File: src/verilog/hss_diag_pkg.sv
package hss_diag_pkg;
    // ****************************************
    // channel count and timing
    // ****************************************
    localparam int NUM_CH = 2;
    localparam int CLK_FREQ_HZ = 25000000;
    // led check period in microseconds, figure is a plain default
    localparam int LED_CHECK_PERIOD_US = 1000;
    localparam int LED_CHECK_CYCLES = LED_CHECK_PERIOD_US * (CLK_FREQ_HZ / 1000000);
    localparam int LED_CNT_W = 16;
    // ****************************************
    // duty code for fully on
    // ****************************************
    localparam logic [6:0] DUTY_FULL_ON = 7'h7f;
    // ****************************************
    // reset values
    // ****************************************
    localparam logic [1:0] FLAGS_RESET = 2'h0;
    localparam logic CFG_BIT_RESET = 1'h0;
    // ****************************************
    // feedback routing codes
    // ****************************************
    typedef enum logic [1:0] {
        FB_OFF = 2'b00,
        FB_CURRENT = 2'b01,
        FB_TEMPERATURE = 2'b10
    } feedback_route_t;
endpackage

File: src/verilog/led_check_timer.sv
`timescale 1ns/1ps
`default_nettype none
module led_check_timer
    import hss_diag_pkg::*;
#(
    parameter int PERIOD_CYCLES = LED_CHECK_CYCLES
)
(
    input wire logic clk,
    input wire logic rst_n,
    input wire logic sync_clr,
    input wire logic run,
    output logic tick
);
    typedef struct packed {
        logic [LED_CNT_W-1:0] cnt;
        logic tick;
    } timer_state_t;
    timer_state_t state_reg;
    timer_state_t state_next;
    always_comb
    begin
        state_next = state_reg;
        state_next.tick = 1'b0;
        if (sync_clr || !run)
        begin
            state_next.cnt = '0;
        end
        else if (state_reg.cnt == LED_CNT_W'(PERIOD_CYCLES - 1))
        begin
            state_next.cnt = '0;
            state_next.tick = 1'b1;
        end
        else
        begin
            state_next.cnt = state_reg.cnt + LED_CNT_W'(1);
        end
    end
    always_ff @(posedge clk or negedge rst_n)
    begin
        if (!rst_n)
        begin
            state_reg <= '0;
        end
        else
        begin
            state_reg <= state_next;
        end
    end
    assign tick = state_reg.tick;
endmodule
`default_nettype wire

File: src/verilog/sync_flag.sv
`timescale 1ns/1ps
`default_nettype none
module sync_flag
(
    input wire logic clk,
    input wire logic rst_n,
    input wire logic sync_clr,
    input wire logic set_cond,
    input wire logic clr_req,
    input wire logic clr_allow,
    output logic flag
);
    // latched flag: set wins over a read clear in the same cycle; sync_clr wins over set
    typedef struct packed {
        logic flag;
    } flag_state_t;
    flag_state_t state_reg;
    flag_state_t state_next;
    always_comb
    begin
        state_next = state_reg;
        if (sync_clr)
        begin
            state_next.flag = 1'b0;
        end
        else if (set_cond)
        begin
            state_next.flag = 1'b1;
        end
        else if (clr_req && clr_allow)
        begin
            state_next.flag = 1'b0;
        end
    end
    always_ff @(posedge clk or negedge rst_n)
    begin
        if (!rst_n)
        begin
            state_reg <= '0;
        end
        else
        begin
            state_reg <= state_next;
        end
    end
    assign flag = state_reg.flag;
endmodule
`default_nettype wire

File: src/verilog/high_side_switch_diagnostics.sv
`timescale 1ns/1ps
`default_nettype none
module high_side_switch_diagnostics
    import hss_diag_pkg::*;
#(
    parameter int LED_PERIOD_CYCLES = LED_CHECK_CYCLES
)
(
    input wire logic CORE_CLK,
    input wire logic NRST,
    input wire logic LOGIC_SUPPLY_OK,
    input wire logic LOGIC_SUPPLY_ABOVE_FAIL,
    input wire logic BATTERY_SUPPLY_OK,
    input wire logic BATTERY_ABOVE_CLAMP,
    input wire logic SUPPLIES_ABOVE_POR,
    input wire logic GROUND_OK,
    input wire logic FAIL_SAFE_MODE,
    input wire logic STATUS_READ,
    input wire logic CFG_WRITE,
    input wire logic CFG_FAIL_ENABLE,
    input wire logic [1:0] CFG_SHORT_DETECT_DISABLE,
    input wire logic [1:0] CFG_OFF_OPEN_LOAD_DISABLE,
    input wire logic [1:0] CFG_ON_OPEN_LOAD_DISABLE,
    input wire logic [1:0] CFG_LED_OPEN_LOAD_SELECT,
    input wire logic CFG_TEMP_ENABLE,
    input wire logic CFG_FEEDBACK_ENABLE,
    input wire logic CFG_FEEDBACK_CHANNEL_SELECT,
    input wire logic CFG_FEEDBACK_RATIO_SELECT,
    input wire logic [6:0] CFG_DUTY_CH0,
    input wire logic [6:0] CFG_DUTY_CH1,
    input wire logic [1:0] CFG_ON_COMMAND,
    input wire logic [1:0] DIRECT_IN,
    input wire logic [1:0] GATE_LOW,
    input wire logic [1:0] OUT_ABOVE_SHORT_THRESH,
    input wire logic [1:0] OUT_ABOVE_OPEN_THRESH,
    input wire logic [1:0] PULLUP_ACTIVE,
    input wire logic [1:0] CURRENT_BELOW_BULB_THRESH,
    input wire logic [1:0] CURRENT_BELOW_LED_THRESH,
    input wire logic [1:0] OVERLOAD_TURN_OFF,
    input wire logic TEMP_ABOVE_WARNING,
    output logic [1:0] SWITCH_OUTPUTS,
    output logic [1:0] LED_THRESHOLD_SELECT,
    output logic FAULT_STATUS_PIN,
    output logic [1:0] SHORT_TO_SUPPLY_FLAG,
    output logic [1:0] OFF_OPEN_LOAD_FLAG,
    output logic [1:0] ON_OPEN_LOAD_FLAG_PAIR,
    output logic TEMPERATURE_PREWARNING_FLAG,
    output logic UNDERVOLTAGE_FLAG,
    output logic [1:0] FEEDBACK_ROUTE,
    output logic FEEDBACK_CHANNEL,
    output logic FEEDBACK_RATIO,
    output logic FEEDBACK_ACTIVE
);
    // ****************************************
    // configuration state
    // ****************************************
    typedef struct packed {
        logic fail_en;
        logic [1:0] short_dis;
        logic [1:0] off_ol_dis;
        logic [1:0] on_ol_dis;
        logic [1:0] led_sel;
        logic temp_en;
        logic fb_en;
        logic fb_ch;
        logic fb_ratio;
        logic [6:0] duty0;
        logic [6:0] duty1;
        logic [1:0] on_cmd;
    } cfg_t;
    typedef struct packed {
        cfg_t cfg;
        logic uv;
        logic temperature_prewarning_flag;
        logic [1:0] sw;
        logic fault_n;
        logic [1:0] route;
        logic fb_ch;
        logic fb_ratio;
        logic fb_active;
    } top_state_t;
    top_state_t state_reg;
    top_state_t state_next;
    // ****************************************
    // resets from supply loss
    // ****************************************
    logic logic_supply_lost;
    logic por_reset;
    logic reg_clear;
    logic [1:0] ch_on;
    logic [1:0] short_now;
    logic [1:0] off_ol_now;
    logic [1:0] on_ol_now;
    logic [1:0] led_tick;
    logic [1:0] led_run;
    logic [1:0] short_flag;
    logic [1:0] off_ol_flag;
    logic [1:0] on_ol_flag;
    logic any_off_fault;
    assign logic_supply_lost = !LOGIC_SUPPLY_OK
        || (!LOGIC_SUPPLY_ABOVE_FAIL && state_reg.cfg.fail_en);
    assign por_reset = !SUPPLIES_ABOVE_POR;
    // latched faults survive a logic-supply loss; only power-on or an allowed status read clears them
    assign reg_clear = logic_supply_lost || por_reset;
    // ****************************************
    // channel detection
    // ****************************************
    function automatic logic duty_full(input logic [6:0] duty);
        duty_full = (duty == DUTY_FULL_ON);
    endfunction
    assign ch_on = state_reg.sw;
    always_comb
    begin
        for (int i = 0; i < NUM_CH; i++)
        begin
            // off flags need the gate fully pulled low before latching
            short_now[i] = !ch_on[i] && GATE_LOW[i] && OUT_ABOVE_SHORT_THRESH[i]
                && !state_reg.cfg.short_dis[i];
            off_ol_now[i] = !ch_on[i] && GATE_LOW[i] && PULLUP_ACTIVE[i]
                && OUT_ABOVE_OPEN_THRESH[i] && !state_reg.cfg.off_ol_dis[i];
            if (state_reg.cfg.led_sel[i])
            begin
                // tick may lag a turn-off by one edge, so the channel must still be on
                on_ol_now[i] = ch_on[i] && led_tick[i] && CURRENT_BELOW_LED_THRESH[i];
            end
            else
            begin
                on_ol_now[i] = ch_on[i] && CURRENT_BELOW_BULB_THRESH[i];
            end
            on_ol_now[i] = on_ol_now[i] && !state_reg.cfg.on_ol_dis[i];
        end
    end
    // led check runs only while fully on; the controller holds it on a full period
    assign led_run[0] = ch_on[0] && state_reg.cfg.led_sel[0] && duty_full(state_reg.cfg.duty0);
    assign led_run[1] = ch_on[1] && state_reg.cfg.led_sel[1] && duty_full(state_reg.cfg.duty1);
    for (genvar g = 0; g < NUM_CH; g++)
    begin : g_ch
        led_check_timer #(
            .PERIOD_CYCLES(LED_PERIOD_CYCLES)
        ) u_timer (
            .clk(CORE_CLK),
            .rst_n(NRST),
            .sync_clr(reg_clear),
            .run(led_run[g]),
            .tick(led_tick[g])
        );
        sync_flag u_short (
            .clk(CORE_CLK),
            .rst_n(NRST),
            .sync_clr(por_reset),
            .set_cond(short_now[g]),
            .clr_req(STATUS_READ),
            .clr_allow(!OUT_ABOVE_SHORT_THRESH[g]),
            .flag(short_flag[g])
        );
        sync_flag u_off_ol (
            .clk(CORE_CLK),
            .rst_n(NRST),
            .sync_clr(por_reset),
            .set_cond(off_ol_now[g] || short_now[g]),
            .clr_req(STATUS_READ),
            .clr_allow(state_reg.fault_n),
            .flag(off_ol_flag[g])
        );
        // on-open clearing waits until the live comparator of the selected mode is clear or the channel is off
        sync_flag u_on_ol (
            .clk(CORE_CLK),
            .rst_n(NRST),
            .sync_clr(por_reset),
            .set_cond(on_ol_now[g]),
            .clr_req(STATUS_READ),
            .clr_allow(!(ch_on[g] && (state_reg.cfg.led_sel[g]
                ? CURRENT_BELOW_LED_THRESH[g] : CURRENT_BELOW_BULB_THRESH[g]))),
            .flag(on_ol_flag[g])
        );
    end
    assign any_off_fault = |short_now || |(off_ol_now & ~state_reg.cfg.off_ol_dis);
    // ****************************************
    // next state
    // ****************************************
    always_comb
    begin
        state_next = state_reg;
        if (reg_clear)
        begin
            state_next.cfg = '0;
        end
        // writes land whatever the battery does; logic supply loss or power-on reset wipes config
        else if (CFG_WRITE)
        begin
            state_next.cfg.fail_en = CFG_FAIL_ENABLE;
            state_next.cfg.short_dis = CFG_SHORT_DETECT_DISABLE;
            state_next.cfg.off_ol_dis = CFG_OFF_OPEN_LOAD_DISABLE;
            state_next.cfg.on_ol_dis = CFG_ON_OPEN_LOAD_DISABLE;
            state_next.cfg.led_sel = CFG_LED_OPEN_LOAD_SELECT;
            state_next.cfg.temp_en = CFG_TEMP_ENABLE;
            state_next.cfg.fb_en = CFG_FEEDBACK_ENABLE;
            state_next.cfg.fb_ch = CFG_FEEDBACK_CHANNEL_SELECT;
            state_next.cfg.fb_ratio = CFG_FEEDBACK_RATIO_SELECT;
            state_next.cfg.duty0 = CFG_DUTY_CH0;
            state_next.cfg.duty1 = CFG_DUTY_CH1;
            state_next.cfg.on_cmd = CFG_ON_COMMAND;
        end
        // undervoltage: set wins over the read clear
        if (por_reset)
        begin
            state_next.uv = 1'b0;
        end
        else if (!BATTERY_SUPPLY_OK)
        begin
            state_next.uv = 1'b1;
        end
        else if (STATUS_READ)
        begin
            state_next.uv = 1'b0;
        end
        if (por_reset)
        begin
            state_next.temperature_prewarning_flag = 1'b0;
        end
        else if (TEMP_ABOVE_WARNING && !FAIL_SAFE_MODE)
        begin
            state_next.temperature_prewarning_flag = 1'b1;
        end
        else if (STATUS_READ)
        begin
            state_next.temperature_prewarning_flag = 1'b0;
        end
        // output drive: ground loss beats everything, clamp beats overload turn-off
        for (int i = 0; i < NUM_CH; i++)
        begin
            if (!GROUND_OK)
            begin
                state_next.sw[i] = 1'b0;
            end
            else if (BATTERY_ABOVE_CLAMP && |OVERLOAD_TURN_OFF)
            begin
                state_next.sw[i] = 1'b1;
            end
            else if (OVERLOAD_TURN_OFF[i] || !BATTERY_SUPPLY_OK)
            begin
                state_next.sw[i] = 1'b0;
            end
            else
            begin
                // with the logic supply down, config is zero and direct inputs
                state_next.sw[i] = DIRECT_IN[i] || (!logic_supply_lost && state_reg.cfg.on_cmd[i]);
            end
        end
        state_next.fault_n = !any_off_fault;
        // feedback routing
        state_next.fb_ch = state_reg.cfg.fb_ch;
        state_next.fb_ratio = state_reg.cfg.fb_ratio;
        if (state_reg.cfg.temp_en)
        begin
            state_next.route = FB_TEMPERATURE;
        end
        else if (state_reg.cfg.fb_en)
        begin
            state_next.route = FB_CURRENT;
        end
        else
        begin
            state_next.route = FB_OFF;
        end
        state_next.fb_active = state_reg.cfg.fb_en && !state_reg.cfg.temp_en
            && state_reg.sw[state_reg.cfg.fb_ch] && !FAIL_SAFE_MODE;
    end
    // ****************************************
    // state register
    // ****************************************
    always_ff @(posedge CORE_CLK or negedge NRST)
    begin
        if (!NRST)
        begin
            state_reg <= '0;
            state_reg.fault_n <= 1'b1;
        end
        else
        begin
            state_reg <= state_next;
        end
    end
    assign SWITCH_OUTPUTS = state_reg.sw;
    assign LED_THRESHOLD_SELECT = state_reg.cfg.led_sel;
    assign FAULT_STATUS_PIN = state_reg.fault_n;
    assign SHORT_TO_SUPPLY_FLAG = short_flag;
    assign OFF_OPEN_LOAD_FLAG = off_ol_flag;
    assign ON_OPEN_LOAD_FLAG_PAIR = on_ol_flag;
    assign TEMPERATURE_PREWARNING_FLAG = state_reg.temperature_prewarning_flag;
    assign UNDERVOLTAGE_FLAG = state_reg.uv;
    assign FEEDBACK_ROUTE = state_reg.route;
    assign FEEDBACK_CHANNEL = state_reg.fb_ch;
    assign FEEDBACK_RATIO = state_reg.fb_ratio;
    assign FEEDBACK_ACTIVE = state_reg.fb_active;
endmodule
`default_nettype wire

File: config.mk
export PLATFORM = sky130hd
export DESIGN_NAME = high_side_switch_diagnostics
export DESIGN_NICKNAME = d
export VERILOG_FILES = /design/src/verilog/hss_diag_pkg.sv /design/src/verilog/led_check_timer.sv /design/src/verilog/sync_flag.sv /design/src/verilog/high_side_switch_diagnostics.sv
export SDC_FILE = /design/constraint.sdc
export NUM_CORES = 1
export LEC_CHECK = 0
export BUFFER_PORTS_ARGS = -buffer_cell sky130_fd_sc_hd__buf_2
export CAP_MARGIN = 10
export CELL_PAD_IN_SITES_DETAIL_PLACEMENT = 0
export CELL_PAD_IN_SITES_GLOBAL_PLACEMENT = 1
export CORE_AREA = 10 10 110 112
export DETAILED_ROUTE_END_ITERATION = 6
export DIE_AREA = 0 0 120 122
export HOLD_SLACK_MARGIN = 0.06
export PLACE_DENSITY_LB_ADDON = 0.1
export SYNTH_ARGS = -nofsm -noshare
export SYNTH_HDL_FRONTEND = slang
export SYNTH_SLANG_ARGS = --single-unit
File: constraint.sdc
create_clock -name CORE_CLK -period 1.92 [get_ports CORE_CLK]
set_clock_uncertainty 0.2 [all_clocks]
set_input_delay 0.096 -clock CORE_CLK [delete_from_list [all_inputs] [get_ports CORE_CLK]]
set_output_delay 0.096 -clock CORE_CLK [all_outputs]
set_load 0.02 [all_outputs]
### After elaboration in Yosys (flattened, before gate mapping)

Cells that the tools add are included.
Widths: inputs -> output; s select.

| word-level totals | value |
|---|---|
| flip-flop bits (word level) | 79 |
| bits of input ports | 57 |

| operators by class | value |
|---|---|
| $add $sub $neg | 2 |
| $lt $le $gt $ge | 1 |
| eq/ne operators | 12 |
| muxes and demuxes | 46 |
| bitwise logic cells | 2 |
| reduce and logical (&&, ||, !) cells | 76 |

Operators with widths:

| kind | count |
|---|---|
| $mux 16 | 4 |
| $mux 29 | 2 |
| $logic_and 1x1->1 | 39 |
| $mux 1 | 39 |
| $add 16x1->16 const B | 2 |
| $eq 16x15->1 const B | 2 |
| $logic_not 1->1 | 22 |
| $ne 3x1->1 const B | 7 |
| $eq 7x7->1 const B | 2 |
| $logic_or 1x1->1 | 11 |
| $reduce_or 2->1 | 3 |
| $ne 3x2->1 const B | 1 |
| $and 2x2->2 | 1 |
| $lt 1x2->1 const B | 1 |
| $mux 2 | 1 |
| $not 2->2 | 1 |
| $reduce_bool 2->1 | 1 |

### Longest topological paths before layout

| logic depth | value |
|---|---|
| word-level depth | 9 |
| gate-level depth with buffers | 6 |
| gate-level depth less buffers | 5 |

### Cells and area by module

A second synthesis with hierarchy kept.

| unflattened totals | value |
|---|---|
| cell total of the unflattened synthesis | 342 |
| area total of the unflattened synthesis | 3681.0 um^2 |

By module, submodules not included:

| module | instances | cells an instance | area each (um^2) | seq. area each (um^2) |
|---|---|---|---|---|
| high_side_switch_diagnostics | 1 | 156 | 1791.7 | 977.2 |
| led_check_timer | 2 | 81 | 820.8 | 425.4 |
| sync_flag | 6 | 4 | 41.3 | 25.0 |

### Worst setup path after synthesis

Ideal clock, no wire load.

| path | value |
|---|---|
| kind | reg-to-reg |
| start point | reg g_ch[1].u_timer.state_reg[5] in the netlist's numbering |
| end point | reg g_ch[1].u_timer.state_reg[15] in the netlist's numbering |
| library setup time | 119 ps |
| arrival | 1761 ps |
| required time | 1601 ps |
| slack | -159 ps |
| cell stages (with the launch flop) | 6 |
| buffers on the path | 1 |
| period minus slack after synthesis | 2079 ps |
| cell sequence | dfrtp_1 or4b_1 or4_4 nand4b_4 buf_8 nor2_1 |

RTL lines:

| what | RTL line | RTL |
|---|---|---|
| start, declared | led_check_timer.sv:19 | `timer_state_t state_reg;` |
| start signal, assigned | led_check_timer.sv:47 | `state_reg <= state_next;` |

==> impl_metrics.tcl <==
set metrics [dict create \
    layout-drive-gt1-share_pct 27.6 \
    first_pass_iters 5 \
    reg2reg_from "g_ch[1].u_timer.state_reg[2]" \
    syn-num-nets 411 \
    rsz0062_at_grt "yes" \
    holdPathEnd "state_reg[29]" \
    initial_core_util_pct 36.8 \
    status "complete, but fails checks" \
    cts_made_buffers 9 \
    vdd_drop_max_uv 392 \
    cts_tree "done" \
    synth_edf_count 0 \
    die_x_um 120 \
    maxSlewHeadroom_pct 67.9 \
    hold_class "input port to flop" \
    endpoint_kind "flop" \
    dr_wl_met3_um 514 \
    fmax_mhz 484 \
    cp-start-kind "flop" \
    synth_area_um2 3690 \
    reg2regPathDepth 5 \
    switchingPower_mw 0.873 \
    synth-async-reset-ratio_pct 100 \
    final_cell_area_um2 5190 \
    min_path_cells 4 \
    p_int_mw 2.53 \
    post-route-period-util_pct 108 \
    clk_path_buf_depth 2 \
    yosys-top-cells-count "78 x dfrtp_1, 72 x nor2_1, 30 x mux2i_1" \
    place.gp.congestion 0.816 \
    area_delta_synth_final_pct 40.7 \
    dp_hpwl_um 6380 \
    dr_total_vias 2992 \
    syn-mean-instance-area_um2 10.5 \
    rows 37 \
    largest_reg_flops 32 \
    nets 562 \
    critPathMaxFanout 8 \
    antenna_found_initial 0 \
    ys_ff_latch 79 \
    antenna_left 0 \
    seq_power_share_pct 50.6 \
    diodes 0 \
    utilization_pct 51.7 \
    synth_cell_type_count 42 \
    synth_top_area_share_pct 52.8 \
    dpl_cell_area_um2 4290 \
    first_global_vias 3128 \
    swShare_pct 25.6 \
    dr_wl_met2_um 4310 \
    drc 0 \
    yosysWarnings 0 \
    reg2reg_setup_slack_ns -0.15 \
    power.leakage_nw 2.43 \
    violations "setup timing" \
    track_usage_pct 13.3 \
    drv_cap 0 \
    dieArea_um2 14600 \
    tightestPinTransition_ns 0.482 \
    overflow 0 \
    die_y_um 122 \
    fill_cells 930 \
    viasPerCell 4.65 \
    wl_met1_um 4560 \
    cp_data_arrival_time_ns 2.11 \
    top_layer "met4" \
    worstSetupPathType "flop to flop" \
    first_iter_violations 111 \
    yosysMostFrequentCell "dfrtp_1" \
    final-hold-violation-count 0 \
    p_clk_share_pct 37.9 \
    setup_viol 16 \
    port_buffers 74 \
    clkSinkCount 79 \
    grt_first_pass_wirelength_um 15900 \
    finalMaxSlewViolations 0 \
    p_per_area_nw_per_um2 655 \
    drt_wl_total_um 9500 \
    wl_per_cell_um 14.8 \
    synth_top_cell_by_area "dfrtp_1" \
    cts-root-buf "clkbuf_8" \
    required_ns 1.96 \
    grt_max_degree 46 \
    ys_top_cells_by_area "dfrtp_1 53%, mux2i_1 8.1%, nor2_1 7.3%" \
    pwr-share-comb_pct 11.4 \
    yosysSeqAreaShare_pct 53.6 \
    path_clk_slew_ns 0.10 \
    syn_inst 352 \
    htree_levels 3 \
    setup_ws_ns -0.147 \
    ios 75 \
    core-area_um2 10000 \
    hp-start "CFG_WRITE" \
    ys.flop_type "dfrtp_1" \
    period_minus_slack_ns 2.07 \
    clk_latency_ns 0.36 \
    timing.rr.end "g_ch[1].u_timer.state_reg[10]" \
]
==> stage by stage <==
stage                     std cells  hold slack (ns)  worst slack [ns]  total power [mW]  setup TNS (ns)
final                           644           0.0698            -0.147              3.40           -1.96
after global routing            644           0.0729            -0.201              3.57           -2.84
after CTS                       638           0.0672            -0.133              3.44           -1.84
after detailed placement        561           -0.109            -0.172              2.04           -2.41
after global placement          561           -0.114            -0.138              2.04           -2.05
after floorplan                 352           -0.400            -0.159              1.90           -1.84
==> how the worst max path moves through the flow <==
stage	end	start	depth (start not counted)	slack, ns
detailed placement	g_ch[1].u_timer.state_reg[15]	g_ch[1].u_timer.state_reg[7]	4	-0.17
CTS	g_ch[1].u_timer.state_reg[10]	g_ch[1].u_timer.state_reg[5]	4	-0.13
finish	g_ch[1].u_timer.state_reg[10]	g_ch[1].u_timer.state_reg[2]	5	-0.15
global placement	g_ch[1].u_timer.state_reg[10]	g_ch[1].u_timer.state_reg[4]	4	-0.14
global route	g_ch[1].u_timer.state_reg[10]	g_ch[1].u_timer.state_reg[1]	5	-0.20
floorplan	g_ch[1].u_timer.state_reg[15]	g_ch[1].u_timer.state_reg[5]	5	-0.16
==> metal layers <==
metal | global-route usage (%) | vias to the layer above
met1 | 17.6 | 1408
met3 | 3.61 | 12
li1 | - | 1495
met2 | 21.1 | 77
met4 | 3.70 | 0
met5 | 0 | -
==> power by group through the flow <==
stage               sequential, mW  combinational (mW)  clock [mW]
finish                        1.72               0.390        1.29
floorplan                     1.76               0.140           0
CTS                           1.72               0.389        1.33
global placement              1.75               0.287           0
global route                  1.73               0.431        1.40
detailed placement            1.76               0.288           0
==> layout by cell type (no fill, tap or decap), drive strengths merged, types with 6 or more instances in the layout <==
cell and count:
nor2 72, nand3 8, clkbuf 9, a21oi 9, mux2i 30, nand4 14
nor4 8, buf 100, xnor2 20, dlygate4sd3 61, o21ai 6, xor2 7
inv 15, nor3 6, nand2 9, nand2b 7, dfrtp 78
==> worst max-delay path, cell delays in order (launching register included) <==
cell and delay [ns]:
dfrtp_1 0.36, ha_2 0.18, or3b_4 0.37, or4_4 0.59
nand4b_4 0.19, nor2_1 0.06
==> timing repair <==
item                       in CTS  in global routing
setup endpoints to repair      15                 24
cloned                          1                  0
pin swaps                      16                  3
setup buffers                   0                  5
hold endpoints to repair      121                  2
gates resized for setup         5                  9
hold buffers                   60                  3
==> area by class of cell <==
class / count / area, um^2 / area share (%)
clock inverters: 7 / 77.6 / 1.49
clock buffers: 9 / 124 / 2.38
flip-flops and latches: 79 / 1980 / 38.1
multi-input cells: 241 / 1580 / 30.4
well taps: 136 / 170 / 3.28
repair buffers: 161 / 1220 / 23.5
inverters: 11 / 41.3 / 0.795
==> kinds of logic after synthesis <==
kind of cell,Yosys count,share of synthesized area (%)
AO/OA/AOI/OAI,23,3.56
XOR/XNOR,27,6.40
adder cells (fa/ha/maj),2,0.677
buffers and inverters,33,4.91
flip-flops,79,53.6
multiplexers,32,8.74
AND/OR/NAND/NOR,156,22.2
Power figures use the tool's default switching activity.
